`config.mk`:
```
export PLATFORM = sky130hd
export DESIGN_NAME = pfs_ctrl
export DESIGN_NICKNAME = d
export VERILOG_FILES = /design/src/logic/pfs_pkg.sv /design/src/logic/pfs_exc_if.sv /design/src/logic/pfs_prio.sv /design/src/logic/pfs_ctrl.sv
export SDC_FILE = /design/constraint.sdc
export NUM_CORES = 1
export LEC_CHECK = 0
export BUFFER_PORTS_ARGS = -buffer_cell sky130_fd_sc_hd__buf_2
export CAP_MARGIN = 40
export CORE_UTILIZATION = 40
export CTS_BUF_LIST = sky130_fd_sc_hd__clkbuf_4 sky130_fd_sc_hd__clkbuf_8 sky130_fd_sc_hd__clkbuf_16
export CTS_CLUSTER_SIZE = 8
export DETAILED_ROUTE_END_ITERATION = 7
export HOLD_SLACK_MARGIN = 0.15
export SYNTH_ARGS = -nofsm -noshare
export SYNTH_HDL_FRONTEND = slang
export SYNTH_SLANG_ARGS = --single-unit
```
`constraint.sdc`:
```
create_clock -name CORE_CLK -period 4.57 [get_ports CORE_CLK]
set_input_delay 0.457 -clock CORE_CLK [delete_from_list [all_inputs] [get_ports CORE_CLK]]
set_output_delay 0.457 -clock CORE_CLK [all_outputs]
set_load 0.01 [all_outputs]
```
`src/logic/pfs_pkg.sv`:
```
package pfs_pkg;

   // Datapath and pipeline shape
   localparam int PFS_DATA_W      = 64;
   localparam int PFS_NUM_STAGES  = 5;
   localparam int PFS_OPRD_EXC_N  = 9;
   localparam int PFS_ALU_EXC_N   = 3;
   localparam int PFS_DCST_EXC_N  = 6;
   localparam int PFS_BYTE_OFS_W  = 3;

   // Two phases per pipe_clock_cycle, one core clock each
   localparam logic PFS_PHASE_ONE = 1'b0;
   localparam logic PFS_PHASE_TWO = 1'b1;

   // Reset values
   localparam logic [PFS_DATA_W-1:0] PFS_WORD_RST = 64'h0;
   localparam logic                  PFS_FLAG_RST = 1'b0;

   typedef enum logic [2:0] {
      stg_fetch,
      stg_operand_read,
      stg_alu,
      stg_data_cache,
      stg_writeback
   } pfs_stage_t;

   // Listed per stage, highest priority first
   typedef enum logic [4:0] {
      exc_none,
      fetch_address_error_exc,
      nmi_exc,
      fetch_translation_exc,
      fetch_parity_error_exc,
      interrupt_exc,
      fetch_bus_error_exc,
      system_service_call_exc,
      breakpoint_exc,
      coproc_unusable_exc,
      undefined_opcode_exc,
      trap_exc,
      arith_overflow_exc,
      data_address_error_exc,
      reset_exc,
      data_translation_exc,
      store_to_clean_page_exc,
      data_parity_error_exc,
      address_match_exc,
      data_bus_error_exc
   } pfs_exc_code_t;

   typedef struct packed {
      logic                  phase;
      logic [PFS_DATA_W-1:0] alu_addr;
      logic [PFS_DATA_W-1:0] alu_data;
      logic                  st_dcst;
      logic [PFS_DATA_W-1:0] dcst_addr;
      logic [PFS_DATA_W-1:0] dcst_data;
      logic                  st_wb;
      logic                  wb_hit;
      logic [PFS_DATA_W-1:0] wb_addr;
      logic [PFS_DATA_W-1:0] wb_data;
      logic                  exc_valid;
      pfs_stage_t            exc_stage;
      pfs_exc_code_t         exc_code;
   } pfs_state_t;

endpackage : pfs_pkg

```
`src/logic/pfs_exc_if.sv`:
```
`timescale 1ns/100ps
interface pfs_exc_if;
   import pfs_pkg::*;

   logic                       fetch_req;
   logic [PFS_OPRD_EXC_N-1:0]  oprd_req;
   logic [PFS_ALU_EXC_N-1:0]   alu_req;
   logic [PFS_DCST_EXC_N-1:0]  dcst_req;
   logic [3:0]                 hit;
   pfs_exc_code_t [3:0]        code;

   modport requester (output fetch_req, oprd_req, alu_req, dcst_req,
                      input  hit, code);
   modport resolver  (input  fetch_req, oprd_req, alu_req, dcst_req,
                      output hit, code);
endinterface : pfs_exc_if

```
`src/logic/pfs_prio.sv`:
```
`timescale 1ns/100ps
module pfs_prio
   import pfs_pkg::*;
(
   // Per-stage requests and winners
   pfs_exc_if.resolver exc
);

   // Bit 0 is the highest priority
   function automatic logic [4:0] first_set(input logic [8:0] v);
      logic [4:0] idx;
      idx = 5'h0;
      for (int i = 8; i >= 0; i--)
      begin
         if (v[i])
            idx = 5'(i);
      end
      return idx;
   endfunction : first_set

   always_comb
   begin
      exc.hit[0]  = exc.fetch_req;
      exc.hit[1]  = |exc.oprd_req;
      exc.hit[2]  = |exc.alu_req;
      exc.hit[3]  = |exc.dcst_req;
      exc.code[0] = exc.fetch_req ? fetch_address_error_exc : exc_none;
      exc.code[1] = pfs_exc_code_t'(5'(nmi_exc)
                    + first_set(exc.oprd_req));
      exc.code[2] = pfs_exc_code_t'(5'(trap_exc)
                    + first_set({6'h00, exc.alu_req}));
      exc.code[3] = pfs_exc_code_t'(5'(reset_exc)
                    + first_set({3'h0, exc.dcst_req}));
   end

endmodule : pfs_prio

```
`src/logic/pfs_ctrl.sv`:
```
`timescale 1ns/100ps
// Operation
// - Store operand bypassed into shifter, byte aligned
// - Address latched phase one, data phase two
// - Writeback writes store data only on hit
// - Store holds cache two cycles; slip follower
// - All fault conditions evaluated every cycle
// - Interlocks in hardware, exceptions to software
// - Each fault tied to one fixed stage
// - Operand read raises four slip interlocks
// - Fetch raises only address error exception
// - Operand read exceptions in fixed priority
// - Alu stage trap, overflow, address error
// - Data cache stage exceptions in fixed priority
// - Earlier listed exception wins within stage
// - Stall interlocks halt whole pipeline
// - Back end advances during slip; bubbles NOP
// - Exception cancels faulting and younger instructions
module pfs_ctrl
   import pfs_pkg::*;
(
   // Clock and reset
   input  wire logic                      CORE_CLK,
   input  wire logic                      RST_N,
   // Stage occupancy
   input  wire logic                      FETCH_VALID,
   input  wire logic                      OPRD_VALID,
   input  wire logic                      ALU_VALID,
   input  wire logic                      DCST_VALID,
   // Store path
   input  wire logic                      ALU_IS_STORE,
   input  wire logic                      ALU_USES_DCACHE,
   input  wire logic [PFS_DATA_W-1:0]     ALU_EFF_ADDR,
   input  wire logic [PFS_DATA_W-1:0]     OPRD_STORE_OPERAND,
   input  wire logic                      ALU_BYPASS_SEL,
   input  wire logic [PFS_DATA_W-1:0]     ALU_BYPASS_DATA,
   input  wire logic                      DCST_HIT,
   // Interlock conditions
   input  wire logic                      OPRD_TRANSLATION_MISS,
   input  wire logic                      OPRD_ICACHE_MISS,
   input  wire logic                      OPRD_LOAD_USE,
   input  wire logic                      OPRD_MULT_BUSY,
   input  wire logic                      OPRD_STORE_LOAD,
   input  wire logic                      OPRD_SYSCOP_WRITE,
   input  wire logic                      DCST_TRANSLATION_MISS,
   input  wire logic                      DCST_CACHE_MISS,
   input  wire logic                      DCST_CACHE_BUSY,
   // Exception conditions, bit 0 highest priority
   input  wire logic                      FETCH_ADDR_ERR,
   input  wire logic [PFS_OPRD_EXC_N-1:0] OPRD_EXC,
   input  wire logic [PFS_ALU_EXC_N-1:0]  ALU_EXC,
   input  wire logic [PFS_DCST_EXC_N-1:0] DCST_EXC,
   // Pipeline control
   output logic                           PIPE_PHASE,
   output logic                           PIPE_ADVANCE,
   output logic                           PIPE_STALL,
   output logic                           SLIP_OPRD,
   output logic                           SLIP_ALU,
   output logic [PFS_NUM_STAGES-1:0]      KILL,
   // Data cache write
   output logic                           DCACHE_WE,
   output logic [PFS_DATA_W-1:0]          DCACHE_WR_ADDR,
   output logic [PFS_DATA_W-1:0]          DCACHE_WR_DATA,
   // Exception report
   output logic                           EXC_VALID,
   output pfs_stage_t                     EXC_STAGE,
   output pfs_exc_code_t                  EXC_CODE
);

   pfs_state_t            st;
   pfs_state_t            next_st;
   pfs_exc_if             exc ();
   logic                  dcst_cancel;
   logic                  alu_cancel;
   logic                  oprd_cancel;
   logic                  fetch_cancel;
   logic                  oprd_stall;
   logic                  dcst_stall;
   logic                  oprd_slip;
   logic                  cache_slip;
   logic                  alu_store;
   logic [PFS_DATA_W-1:0] store_operand;
   logic [PFS_DATA_W-1:0] aligned;

   pfs_prio u_prio
   (
      .exc (exc.resolver)
   );

   // requests gated by their own stage
   assign exc.fetch_req = FETCH_ADDR_ERR & FETCH_VALID;
   assign exc.oprd_req  = OPRD_EXC & {PFS_OPRD_EXC_N{OPRD_VALID}};
   assign exc.alu_req   = ALU_EXC & {PFS_ALU_EXC_N{ALU_VALID}};
   assign exc.dcst_req  = DCST_EXC & {PFS_DCST_EXC_N{DCST_VALID}};

   assign dcst_cancel   = exc.hit[3];
   assign alu_cancel    = dcst_cancel | exc.hit[2];
   assign oprd_cancel   = alu_cancel | exc.hit[1];
   assign fetch_cancel  = oprd_cancel | exc.hit[0];
   assign KILL          = {1'b0, dcst_cancel, alu_cancel, oprd_cancel,
                           fetch_cancel};

   assign oprd_stall = OPRD_VALID & ~oprd_cancel
                       & (OPRD_TRANSLATION_MISS | OPRD_ICACHE_MISS);
   assign dcst_stall = DCST_VALID & ~dcst_cancel
                       & (DCST_TRANSLATION_MISS | DCST_CACHE_MISS
                          | DCST_CACHE_BUSY);
   assign PIPE_STALL = oprd_stall | dcst_stall;

   assign oprd_slip = OPRD_VALID & ~oprd_cancel
                      & (OPRD_LOAD_USE | OPRD_MULT_BUSY
                         | OPRD_STORE_LOAD | OPRD_SYSCOP_WRITE);

   // store in data cache stage still owns the cache next cycle
   assign cache_slip = st.st_dcst & ALU_VALID & ALU_USES_DCACHE
                       & ~alu_cancel;

   // back end keeps moving; slipped stage feeds a bubble
   assign SLIP_ALU     = cache_slip;
   assign SLIP_OPRD    = oprd_slip | cache_slip;
   assign PIPE_PHASE   = st.phase;
   assign PIPE_ADVANCE = (st.phase == PFS_PHASE_TWO) & ~PIPE_STALL;

   assign alu_store = ALU_VALID & ALU_IS_STORE & ~alu_cancel;

   assign store_operand = ALU_BYPASS_SEL ? ALU_BYPASS_DATA
                                         : OPRD_STORE_OPERAND;
   assign aligned = store_operand
                    << {ALU_EFF_ADDR[PFS_BYTE_OFS_W-1:0], 3'b000};

   // write on hit, during phase one of writeback
   assign DCACHE_WE      = st.st_wb & st.wb_hit
                           & (st.phase == PFS_PHASE_ONE);
   assign DCACHE_WR_ADDR = st.wb_addr;
   assign DCACHE_WR_DATA = st.wb_data;

   assign EXC_VALID = st.exc_valid;
   assign EXC_STAGE = st.exc_stage;
   assign EXC_CODE  = st.exc_code;

   always_comb
   begin
      next_st           = st;
      next_st.phase     = ~st.phase;
      next_st.exc_valid = PFS_FLAG_RST;
      // address in phase one, aligned data in phase two
      if (alu_store && st.phase == PFS_PHASE_ONE)
         next_st.alu_addr = ALU_EFF_ADDR;
      if (alu_store && st.phase == PFS_PHASE_TWO)
         next_st.alu_data = aligned;
      // faults sampled at each cycle boundary without a stall
      if (PIPE_ADVANCE)
      begin
         next_st.dcst_addr = st.alu_addr;
         next_st.dcst_data = next_st.alu_data;
         next_st.st_dcst   = alu_store & ~cache_slip;
         next_st.wb_addr   = st.dcst_addr;
         next_st.wb_data   = st.dcst_data;
         next_st.st_wb     = st.st_dcst & ~dcst_cancel;
         next_st.wb_hit    = DCST_HIT;
         next_st.exc_valid = |exc.hit;
         // oldest stage, then its own order
         if (exc.hit[3])
         begin
            next_st.exc_stage = stg_data_cache;
            next_st.exc_code  = exc.code[3];
         end
         else if (exc.hit[2])
         begin
            next_st.exc_stage = stg_alu;
            next_st.exc_code  = exc.code[2];
         end
         else if (exc.hit[1])
         begin
            next_st.exc_stage = stg_operand_read;
            next_st.exc_code  = exc.code[1];
         end
         else if (exc.hit[0])
         begin
            next_st.exc_stage = stg_fetch;
            next_st.exc_code  = exc.code[0];
         end
      end
   end

   always_ff @(posedge CORE_CLK or negedge RST_N)
   begin
      if (!RST_N)
         st <= '{phase: PFS_PHASE_ONE, alu_addr: PFS_WORD_RST,
                 alu_data: PFS_WORD_RST, st_dcst: PFS_FLAG_RST,
                 dcst_addr: PFS_WORD_RST, dcst_data: PFS_WORD_RST,
                 st_wb: PFS_FLAG_RST, wb_hit: PFS_FLAG_RST,
                 wb_addr: PFS_WORD_RST, wb_data: PFS_WORD_RST,
                 exc_valid: PFS_FLAG_RST, exc_stage: stg_fetch,
                 exc_code: exc_none};
      else
         st <= next_st;
   end

   AST_ADDR_PHASE_ONE: assert property (@(posedge CORE_CLK)
      disable iff (!RST_N)
      alu_store && st.phase == PFS_PHASE_ONE
      |=> st.alu_addr == $past(ALU_EFF_ADDR))
      else $error("store address not latched in phase one");

   AST_DATA_PHASE_TWO: assert property (@(posedge CORE_CLK)
      disable iff (!RST_N)
      alu_store && st.phase == PFS_PHASE_TWO && !ALU_BYPASS_SEL
      |=> st.alu_data == ($past(OPRD_STORE_OPERAND)
                          << {$past(ALU_EFF_ADDR[2:0]), 3'b000}))
      else $error("aligned store data wrong");

   AST_WRITE_ONLY_HIT: assert property (@(posedge CORE_CLK)
      disable iff (!RST_N)
      DCACHE_WE |-> st.st_wb && st.wb_hit)
      else $error("cache written without store hit");

   AST_WRITE_ON_HIT: assert property (@(posedge CORE_CLK)
      disable iff (!RST_N)
      PIPE_ADVANCE && st.st_dcst && DCST_HIT && !dcst_cancel
      |=> DCACHE_WE && DCACHE_WR_DATA == $past(st.dcst_data))
      else $error("hitting store not written");

   AST_CACHE_SLIP: assert property (@(posedge CORE_CLK)
      disable iff (!RST_N)
      PIPE_ADVANCE && cache_slip |=> !st.st_dcst && st.st_wb)
      else $error("cache slip did not insert a bubble");

   AST_STALL_HOLDS: assert property (@(posedge CORE_CLK)
      disable iff (!RST_N)
      dcst_stall |-> PIPE_STALL && !PIPE_ADVANCE)
      else $error("data cache stall did not halt pipe");

   AST_SLIP_RAISED: assert property (@(posedge CORE_CLK)
      disable iff (!RST_N)
      OPRD_VALID && OPRD_LOAD_USE && !oprd_cancel
      |-> SLIP_OPRD && !SLIP_ALU || cache_slip)
      else $error("load use slip missing");

   AST_KILL_YOUNGER: assert property (@(posedge CORE_CLK)
      disable iff (!RST_N)
      exc.hit[2] |-> KILL[3:0] == {dcst_cancel, 3'b111})
      else $error("younger instructions not cancelled");

   AST_OPRD_PRIORITY: assert property (@(posedge CORE_CLK)
      disable iff (!RST_N)
      PIPE_ADVANCE && OPRD_VALID && OPRD_EXC[0] && !alu_cancel
      |=> EXC_VALID && EXC_CODE == nmi_exc ##1 !EXC_VALID)
      else $error("operand read priority wrong");

   AST_DCST_PRIORITY: assert property (@(posedge CORE_CLK)
      disable iff (!RST_N)
      PIPE_ADVANCE && DCST_VALID && DCST_EXC[5] && DCST_EXC[4]
      && DCST_EXC[3:0] == 4'h0
      |=> EXC_CODE == address_match_exc
          && EXC_STAGE == stg_data_cache)
      else $error("data cache stage priority wrong");

endmodule : pfs_ctrl

```
==> results of run 1 <==
==> layout by cell type (no fill, tap or decap), types with 4 or more instances in the layout <==
cell type,n
nand3_1,14
clkbuf_16,57
mux2_4,47
a22o_1,10
o2bb2ai_1,8
nand2_1,664
mux4_2,72
nor2_1,63
o22ai_1,11
a22oi_1,6
o21a_1,9
buf_12,8
mux2i_1,40
o211ai_1,14
a31oi_1,13
dfrtp_1,396
nand2b_1,9
clkbuf_4,4
a21oi_1,19
mux2_2,92
buf_2,373
o22a_1,7
nor2b_1,7
a2bb2oi_1,5
buf_4,18
o31ai_1,19
a211oi_1,7
o21ai_0,25
mux2_1,9
dlygate4sd3_1,63
inv_1,9
==> sequential cells by signal, summed over array words and instances, names as in the netlist <==
signal / count
st: 259
EXC_CODE: 5
PIPE_PHASE: 1
DCACHE_WR_ADDR: 64
DCACHE_WR_DATA: 64
EXC_STAGE: 2
EXC_VALID: 1
==> metrics by stage <==
step	total power, W	instances
after floorplan	0.00618	1879
after global placement	0.00669	2689
after detailed placement	0.00675	2691
after CTS	0.0106	2820
after global routing	0.0110	2820
final	0.0105	2821
==> tightest hold or removal path, stage by stage <==
cell and delay, ps:
buf_2 120, nand2_1 60, nand2_1 50, o21ai_0 80
==> metal layers <==
metal	track usage, %	vias to the layer above
met5	0	-
met4	8.05	2
met3	4.95	103
met2	36.0	595
met1	30.5	7286
li1	-	6731
==> worst max-delay path by stage <==
| stage | slack, ps | startpoint | to |
|---|---|---|---|
| final | 1750 | DCST_CACHE_MISS | PIPE_ADVANCE |
| after global routing | 1660 | DCST_CACHE_MISS | PIPE_ADVANCE |
| after CTS | 1720 | DCST_CACHE_MISS | PIPE_ADVANCE |
| after detailed placement | 1590 | DCST_CACHE_MISS | st[147] |
| after global placement | 1600 | DCST_CACHE_MISS | st[152] |
| after floorplan | 2170 | OPRD_EXC[0] | PIPE_ADVANCE |
==> cells by family after synthesis <==
kind of cell / count (synthesis)
adder cells (fa/ha/maj): 3
AND/OR/NAND/NOR: 775
multiplexers: 260
AO/OA/AOI/OAI: 178
buffers and inverters: 265
other: 1
flip-flops: 396
==> layout make-up <==
cell class / count / area (µm²) / share of cell area [%]
repair buffers: 465 / 2850 / 12.2
well taps: 664 / 831 / 3.55
multi-input cells: 1218 / 8260 / 35.2
clock buffers: 63 / 1480 / 6.33
flip-flops and latches: 396 / 9910 / 42.3
diodes: 1 / 2.50 / 0.0107
inverters: 11 / 48.8 / 0.208
clock inverters: 3 / 47.5 / 0.203
==> power by group through the flow <==
stage               sequential (W)  clock, W  combinational (W)
floorplan                  0.00457         0            0.00161
global placement           0.00470         0            0.00199
detailed placement         0.00472         0            0.00203
CTS                        0.00467   0.00387            0.00208
global route               0.00475   0.00401            0.00227
finish                     0.00467   0.00375            0.00205
==> results.md, run 1 <==
* Outcome: completed
* EDFF count, synth at 0
* Initial core utilization at 40.6%
* Hold Violations, Final at 0
* Post-synth top cells: nand2_1, dfrtp_1, buf_4, mux2_2, mux4_2
* CTS sink cnt at between 300 and 400
* Startpoint types: input port
* Post-synthesis sequential area ratio at 49.9%
* Worst Slack Setup Final at about 1700 ps
* Clock tree root driver cell: clkbuf_16
* Reg-to-reg setup timing slack at approximately 2300 ps
* Cell Area, Synth at between 15000 and 20000 µm²
* CTS Hold Bufs at 63
* Worst Hold Depth at 4
* Post-synthesis cell count at about 1900
* Worst Path Max Fanout at 80
* Crit-path max cell delay at 530 ps
* Clock buffer depth at 3
* Layout cells sized above 1 at approximately 32%
* NumNets Final at 2381
* Cell accounting for the most synthesized area: dfrtp_1
* Final instance area at between 20000 and 25000 µm²
* Wire per inst at ~20 µm
* Final Wtd Congestion at roughly 0.94
* Crit end category: primary output
* Finish-stage setup viols at 0
* Setup WS pre-CTS at roughly 1600 ps
* Mux contribution to synthesized area at roughly a fifth
* CP top delay family: compound AO/OA/AOI/OAI gates
* Count leader, synth: nand2_1
* Netlist cell types at 60
* RSZ-0062 raised after global routing: false
* Hold_sp: ALU_USES_DCACHE
* CP Class: input port to primary output
* # Post-CTS Setup Buffers at 0
* Top sig layer: met5
* Area of placed instances at approximately 21000 µm²
* Rel. slew slack at 31.0%
* Yosys Warn Count at 0
* Critical-path cell list: buf_2 > o31ai_1 > o31ai_1 > a31o_4 > inv_8 > buf_2
* Period utilization at 61.7%
* Worst-Margin Slew at 1040 ps
* Syn avg cell area at roughly 11 µm²
* Number of synthesized register bits at approximately 400
* Reg2Reg Launch Point: PIPE_PHASE
* Max H-tree Level at 2
* Metal1 wirelength at ~25 mm
* Final Slew Violations at 0
* Synth Area in Compound Gates at 6.45%
* Die area at 50600 µm²
* Worst Skew at between 10 and 15 ps
* Metal3 WL at between 4 and 5 mm
* Primary FF master, synth: dfrtp_1
* Vias at roughly 15000
* Area grow syn2layout at 17.9%
* CORE AREA at between 40000 and 50000 µm²
* Hold Crit Class: input port to flop
* Critical path depth at 6
* Drt total wl at 56.9 mm
* Simple logic cell fraction of the synthesized area at roughly 15%
* CP required at 4110 ps
* ANT nets after route at 0
* FF-to-FF End: st[158]
* GRT Total Usage at 22.6%
* Routed vias/inst at around 5.2
* Max Fclk at around 350 MHz
* Largest net degree at the start of global routing at a little under 200
* PortBufs at ~380
* Vias in the first global route at between 10000 and 15000
* TritonCTS Buffers at 56
* Slowest CP cell: o31ai_1
* Die Height at 225 µm
* Combinational family with the most area after synthesis: multiplexers
* Worst hold slack at 236 ps
* Fill count at ~4600
* Hold EP: st[267]
* P per Cell Area at about 450 nW/µm²
* Clk Latency, worst-skew pair at ~600 ps
* Area share of the largest cell type after synthesis at 49.9%
* Seq pwr share at between 40% and 50%
* WP data arrival at approximately 2400 ps
* Initial antenna violation count at 2
* Largest cells by area after synthesis: dfrtp_1, nand2_1, mux4_2
* CP bufs+invs at 3
* Sw Pwr at between 0.002 and 0.003 W
* Combinational share of power at about 20%
* Met2 wire length at 26.3 mm
* Rows at 81
* Drt pass-1 iters at 5
* VDD IR max at approximately 260 µV
* DR DRC count at 0
* Clock transition at the registers of the reported paths at 50 ps
* CTS tree: yes
* Fin crit period at ~2800 ps
* Synth Area in Adders at 0.189%
* DR iter-0 viols at 1264
* Hpwl dp at ~40 mm
* Die X at roughly 220 µm
* First-pass GRT wire length at between 80 and 90 mm
* Net Sw Frac at between 20% and 30%
* Post-Route Setup TNS at 0 ps
* I/O pin cnt at ~380
* Leakage at roughly 12 nW
* Fin util at roughly 48%
* Clock share of power at a little over a third
* Gr ovfl total at 0
* Post-CTS sizing at 0
* Cells on worst reg2reg path at 6
* MaxCap Viol Count at 0
* Internal power at approximately 0.0075 W
* Post-synth ARST share at 100%
* XOR/XNOR share of the synthesized area at 0%
Power figures use the tool's default switching activity.
==> run 2: changes to the inputs <==
--- a/config.mk
+++ b/config.mk
@@ -5,6 +5,7 @@
 export SDC_FILE = /design/constraint.sdc
 export NUM_CORES = 1
 export LEC_CHECK = 0
+export ABC_AREA = 1
 export BUFFER_PORTS_ARGS = -buffer_cell sky130_fd_sc_hd__buf_2
 export CAP_MARGIN = 40
 export CORE_UTILIZATION = 40
==> constraint.sdc (replaced) <==
create_clock -name CORE_CLK -period 2.8 [get_ports CORE_CLK]
set_input_delay 0.28 -clock CORE_CLK [delete_from_list [all_inputs] [get_ports CORE_CLK]]
set_output_delay 0.28 -clock CORE_CLK [all_outputs]
set_load 0.01 [all_outputs]
==> run 2 against run 1 <==
Net effect:
- the run now ends with DRC left
- critical path depth increased by 5
- clock power grew 55%
- sequential cell count is the same
- critical path type unchanged
- largest cell class unchanged
- highest routed layer is now met4
==> results.md, run 2 <==
* Post-synthesis cell count at between 2000 and 2500
* GRT Total Usage at between 20 and 25%
* Number of synthesized register bits at roughly 400
* Leakage at between 10 and 15 nW
* Worst-Margin Slew at between 800 and 900 ps
* Initial antenna violation count at 0
* Gr ovfl total at 0
* CTS sink cnt at slightly below 400
* Netlist cell types at 33
* # Post-CTS Setup Buffers at 0
* Failing checks: DRC
* EDFF count, synth at 0
* Die X at approximately 220 µm
* Crit end category: primary output
* Cell total after placement at between 3000 and 4000
* Most frequent cells in the layout: nand2_1, dfrtp_1, buf_2
* Hpwl dp at around 36 mm
* I/O pin cnt at 378
* CP required at between 2000 and 3000 ps
* Post-synth ARST share at 100%
* # diodes at 0
* Largest cells by area after synthesis: dfrtp_1, nand2_1, nand3_1
* DR DRC count at 16
* Max reg flops at ~260
* Startpoint types: input port
* Area share of the largest cell type after synthesis at 52.3%
* MaxCap Viol Count at 0
* Cell Area, Synth at approximately 19000 µm²
* Period utilization at 91.6%
* Clock tree root driver cell: clkbuf_16
* Count leader, synth: nand2_1
* Clock transition at the registers of the reported paths at ~50 ps
* Layout cells sized above 1 at about 19%
* CP Class: input port to primary output
* Die area at about 48000 µm²
* Largest net degree at the start of global routing at 180
* Reg-to-reg setup timing slack at 920 ps
* First-pass GRT wire length at approximately 84 mm
* Fin crit period at 2560 ps
* Hold Violations, Final at 0
* Outcome: complete, but fails checks
* PortBufs at 375
* Initial core utilization at 40.6%
* Finished Layout Cells at ~3300
* Commonest non-fill, non-tap cell in the layout: nand2_1
* CTS tree: yes
* Rel. slew slack at between 40% and 50%
* Worst Skew at between 20 and 30 ps
* Cells on worst reg2reg path at 7
* Top reg by flops: st
* Hold Crit Class: input port to flop
* Worst Path Max Fanout at 78
* Area grow syn2layout at 18.6%
* Clk Latency, worst-skew pair at about 600 ps
* Routed vias/inst at roughly 5
* Post-synth top cells: nand2_1, dfrtp_1, nand3_1, buf_4, inv_1
* Wire per inst at about 16 µm
* Rows at 79
* Primary FF master, synth: dfrtp_1
* WP data arrival at ~2300 ps
* VDD IR max at approximately 450 µV
* Tot Pwr at between 0.015 and 0.02 W
* Final Wtd Congestion at 0.897
* Cell accounting for the most synthesized area: dfrtp_1
* Max Fclk at 390 MHz
* DR iter-0 viols at 1389
* Worst Hold Depth at 4
* Drt pass-1 iters at 7
* Syn avg cell area at around 7.9 µm²
* Finish-stage setup viols at 0
* Area of placed instances at between 20000 and 25000 µm²
* Post-Route Setup TNS at 0 ps
* Worst hold slack at approximately 200 ps
* CORE AREA at roughly 47000 µm²
* Die Height at ~220 µm
* P per Cell Area at a little under 700 nW/µm²
* Post-synthesis sequential area ratio at a little over half
* Yosys Warn Count at 0
* Final instance area at between 20000 and 25000 µm²
* RSZ-0062 raised after global routing: false
* Vias at approximately 16000
* Final Slew Violations at 0
* NumNets Final at between 2000 and 3000
* ANT nets after route at 0
* Vias in the first global route at around 16000
* Max H-tree Level at 2
* TritonCTS Buffers at 55
* Clock buffer depth at 3
* Drt total wl at between 50 and 60 mm
run 2: changes by cell type after synthesis, sizes merged, moves of 24 or more:
| cell | before | now |
|---|---|---|
| a21oi | 19 | 55 |
| clkbuf | 32 | 56 |
| inv | 11 | 153 |
| mux2 | 148 | 0 |
| mux2i | 40 | 0 |
| mux4 | 72 | 0 |
| nand2 | 664 | 966 |
| nand3 | 14 | 267 |
| o21ai | 26 | 187 |
run 2: path summary, 6_finish.rpt:
check,start,end
max in group asynchronous,RST_N,DCACHE_WR_DATA[9]
setup / recovery,DCST_EXC[0],PIPE_ADVANCE
hold / removal,ALU_USES_DCACHE,st[267]
hold reg to reg,st[200],DCACHE_WR_DATA[61]
setup reg to reg,PIPE_PHASE,st[161]
min in group asynchronous,RST_N,DCACHE_WR_ADDR[16]
run 2: layout make-up:
| class | instances | area [µm²] |
|---|---|---|
| Fill cell | 4618 | 24200 |
| Timing Repair Buffer | 481 | 3050 |
| Clock buffer | 59 | 1430 |
| Inverter | 153 | 582 |
| Multi-Input combinational cell | 1565 | 6730 |
| Sequential cell | 396 | 9910 |
| Tap cell | 607 | 759 |
| Clock inverter | 2 | 25.0 |
run 2: repair_timing:
| item | 4_1_cts | 5_1_grt |
|---|---|---|
| endpoints found under the setup margin | 0 | 1 |
| gates resized for setup | 0 | 1 |
| hold endpoints to repair | 159 | 0 |
| hold buffers | 68 | 0 |
run 2: critical path, stage by stage:
cell and delay (ps):
dlygate4sd3_1 520, buf_2 90, nand2_1 50, nand2_1 130
nor2_4 60, nand2_2 100, inv_2 90, nand3_2 110
nand3_4 150, inv_8 370, buf_2 230
run 2: per-layer routing:
metal	routed length, µm	GRT usage, %	part of all wire (%)	up-vias
li1	-	-	-	7882
met2	24300	34.9	46	439
met4	1640	7.75	3.1	0
met5	0	0	0	-
met1	23600	29.7	45	7501
met3	3060	4.80	5.8	109
run 2: cell families (layout without fill, tap and decap cells):
kind of cell | Yosys count | in the layout | synth area share [%]
other cells | 1 | 2 | 0.0198
compound gates | 252 | 252 | 7.00
fa+ha+maj | 3 | 3 | 0.198
simple gates | 1308 | 1308 | 28.2
flops | 396 | 396 | 52.3
buf+inv | 431 | 695 | 12.3
run 2: stage by stage:
| step | worst slack, ps | util (%) |
|---|---|---|
| after floorplan | 1000 | - |
| after global placement | 497 | 43.6 |
| after detailed placement | 406 | 43.6 |
| after CTS | 111 | 48.2 |
| after global routing | 91.9 | 48.2 |
| final | 235 | 48.2 |
run 2: power breakdown:
| group | internal [W] | leakage, nW | switching [W] | total, W |
|---|---|---|---|---|
| sequential | 0.00669 | 4.79 | 0.000454 | 0.00715 |
| combinational | 0.00102 | 6.36 | 0.00166 | 0.00268 |
| clock | 0.00353 | 0.718 | 0.00229 | 0.00582 |
==> run 3: changes to the inputs <==
--- a/config.mk
+++ b/config.mk
@@ -15,4 +15,5 @@
 export HOLD_SLACK_MARGIN = 0.15
 export SYNTH_ARGS = -nofsm -noshare
 export SYNTH_HDL_FRONTEND = slang
+export SYNTH_HIERARCHICAL = 1
 export SYNTH_SLANG_ARGS = --single-unit
==> run 3 against run 2 <==
Net effect:
- the flow now finishes without violations
- register-to-register slack improved by 50 ps
- sequential power shrank 1%
- sequential share of layout area grew 0.58 points
- hold slack worse by 12 ps
- via count down 1.6%
- final area shrank 1.3%
==> results.md, run 3 <==
* Combinational share of power at roughly 16%
* CTS tree: yes
* Seq pwr share at a little under half
* CORE AREA at 45800 µm²
* Largest cells by area after synthesis: dfrtp_1, nand2_1, buf_4
* TritonCTS Buffers at 55
* Net Sw Frac at between 20% and 30%
* Vias in the first global route at between 15000 and 20000
* Worst Hold Depth at 5
* Area grow syn2layout at 18.6%
* Worst-Margin Slew at 776 ps
* Reg-to-reg setup timing slack at between 900 and 1000 ps
* Initial antenna violation count at 0
* Hpwl dp at about 38 mm
* Cells on worst reg2reg path at 6
* # diodes at 0
* # Post-CTS Setup Buffers at 0
* Wire per inst at around 17 µm
* DR DRC count at 0
* ANT nets after route at 0
* EDFF count, synth at 0
* Fin crit period at 2460 ps
* Die area at around 48000 µm²
* Post-synthesis sequential area ratio at between 50% and 60%
* Hold EP: st[267]
* Syn avg cell area at ~8 µm²
* FF-to-FF End: DCACHE_WR_ADDR[24]
* Worst hold slack at between 150 and 200 ps
* Clock buffer depth at 3
* Reg2Reg Launch Point: PIPE_PHASE
* Most frequent cells in the layout: nand2_1, dfrtp_1, buf_2
* Area share of the largest cell type after synthesis at 52.9%
* Clock tree root driver cell: clkbuf_16
* CTS sink cnt at about 400
* CP required at 2520 ps
* Hold Crit Class: input port to flop
* Drt total wl at 53.4 mm
* VDD IR max at roughly 520 µV
* WP data arrival at between 2000 and 2500 ps
* Worst Path Max Fanout at 7
* Worst Slack Setup Final at 343 ps
* DR iter-0 viols at around 1400
* Clk Latency, worst-skew pair at between 500 and 600 ps
* Cell Area, Synth at roughly 19000 µm²
* Commonest non-fill, non-tap cell in the layout: nand2_1
* Clock transition at the registers of the reported paths at 50 ps
* Routed vias/inst at ~4.9
* PortBufs at roughly 380
* Vias at about 16000
* Post-synth ARST share at 100%
* Count leader, synth: nand2_1
* MaxCap Viol Count at 0
* CP Class: input port to primary output
* Final Slew Violations at 0
* Leakage at around 12 nW
* Clock share of power at between 30% and 40%
* NumNets Final at about 2800
* GRT Total Usage at roughly 23%
* Die Height at 218 µm
* First-pass GRT wire length at 85.2 mm
* Finished Layout Cells at around 3200
* I/O pin cnt at around 380
* Max H-tree Level at 2
* Max reg flops at 259
* Layout cells sized above 1 at a little under a fifth
* Internal power at roughly 0.011 W
* Top reg by flops: st
* Post-synth top cells: nand2_1, dfrtp_1, nand3_1, buf_4, inv_1
* RSZ-0062 raised after global routing: false
* Period utilization at around 88%
* Hold_sp: OPRD_ICACHE_MISS
* Crit end category: primary output
* Die X at ~220 µm
* Drt pass-1 iters at 5
* Post-synthesis cell count at roughly 2300
* Final Wtd Congestion at ~0.92
* Cell accounting for the most synthesized area: dfrtp_1
* Rows at 78
* Netlist cell types at 32
* Outcome: completed
* Setup WS pre-CTS at 237 ps
* Gr ovfl total at 0
* P per Cell Area at about 700 nW/µm²
* Yosys Warn Count at 6
* Post-Route Setup TNS at 0 ps
* Finish-stage setup viols at 0
* Max Fclk at between 400 and 500 MHz
* Largest net degree at the start of global routing at approximately 150
* Primary FF master, synth: dfrtp_1
* Rel. slew slack at a little under half
* Number of synthesized register bits at between 300 and 400
* Cell total after placement at slightly above 3000
* Hold Violations, Final at 0
* Startpoint types: input port
* Worst Skew at approximately 21 ps
* Sw Pwr at 0.00431 W
* Initial core utilization at 40.9%
==> run 3: cell count changes after synthesis, sizes merged, moves of 9 or more <==
cell,change
buf,+30
nand2,-20
o21ai,-32
nor2,+25
nand4,+10
a22oi,+9
clkbuf,-30
nand3,-34
a21oi,+9
==> run 3: area by class of cell <==
type                    instances  area, µm²
clock buffers                  61       1460
clock inverters                 1       20.0
fillers                      4503      23600
inverters                     147        559
multi-input cells            1532       6510
flip-flops and latches        396       9910
well taps                     600        751
repair buffers                473       2990
==> run 3: logic make-up (layout without fill, tap and decap cells) <==
kind of cell             count (synthesis)  count (layout)  share of synthesized area [%]
AO/OA/AOI/OAI                          235             235                           6.50
buffers and inverters                  425             682                           12.5
other                                    3               9                         0.0602
flip-flops                             396             396                           52.9
adder cells (fa/ha/maj)                  3               3                          0.201
AND/OR/NAND/NOR                       1285            1285                           27.8
==> run 3: worst max-delay path by stage <==
stage,slack [ps],cells past startpoint,startpoint,endpoint
2_1_floorplan,700,16,OPRD_VALID,DCACHE_WR_ADDR[34]
3_3_place_gp,310,14,OPRD_VALID,DCACHE_WR_DATA[33]
3_5_place_dp,240,15,OPRD_VALID,DCACHE_WR_ADDR[30]
4_1_cts,400,10,DCST_VALID,SLIP_ALU
5_1_grt,230,13,OPRD_VALID,PIPE_ADVANCE
6_report,340,10,DCST_VALID,SLIP_ALU
==> run 3: timing repair <==
item	4_1_cts	5_1_grt
endpoints found under the hold margin	265	0
gates resized for setup	0	0
hold buffers	66	0
==> run 3: per-stage QoR <==
step	power [W]	cell area [µm²]	utilization, %
after global placement	0.00959	20100	43.8
final	0.0155	22200	48.5
after detailed placement	0.00966	20100	43.8
after global routing	0.0164	22200	48.5
after CTS	0.0157	22200	48.5
after floorplan	0.00892	18700	-
==> run 3: worst max-delay path: stages <==
cell,delay (ps)
buf_2,130
nand2_1,60
inv_1,40
nor2_1,220
nand4_1,220
nor2_4,250
nand4_1,130
dlygate4sd3_1,580
inv_1,110
buf_2,150
==> run 3: layer usage <==
layer / vias to the layer above / GRT usage [%] / share of wire [%]
met5: - / 0 / 0
met4: 0 / 8.34 / 3.5
met3: 100 / 4.34 / 5.6
met2: 468 / 36.3 / 47
met1: 7414 / 30.7 / 44
li1: 7700 / - / -
==> run 3: power groups by stage <==
stage          registers [W]  logic, W  clock network (W)
3_5_place_dp         0.00716   0.00249                  0
2_1_floorplan        0.00702   0.00190                  0
6_report             0.00708   0.00254            0.00590
4_1_cts              0.00708   0.00258            0.00608
5_1_grt              0.00718   0.00287            0.00633
3_3_place_gp         0.00714   0.00245                  0
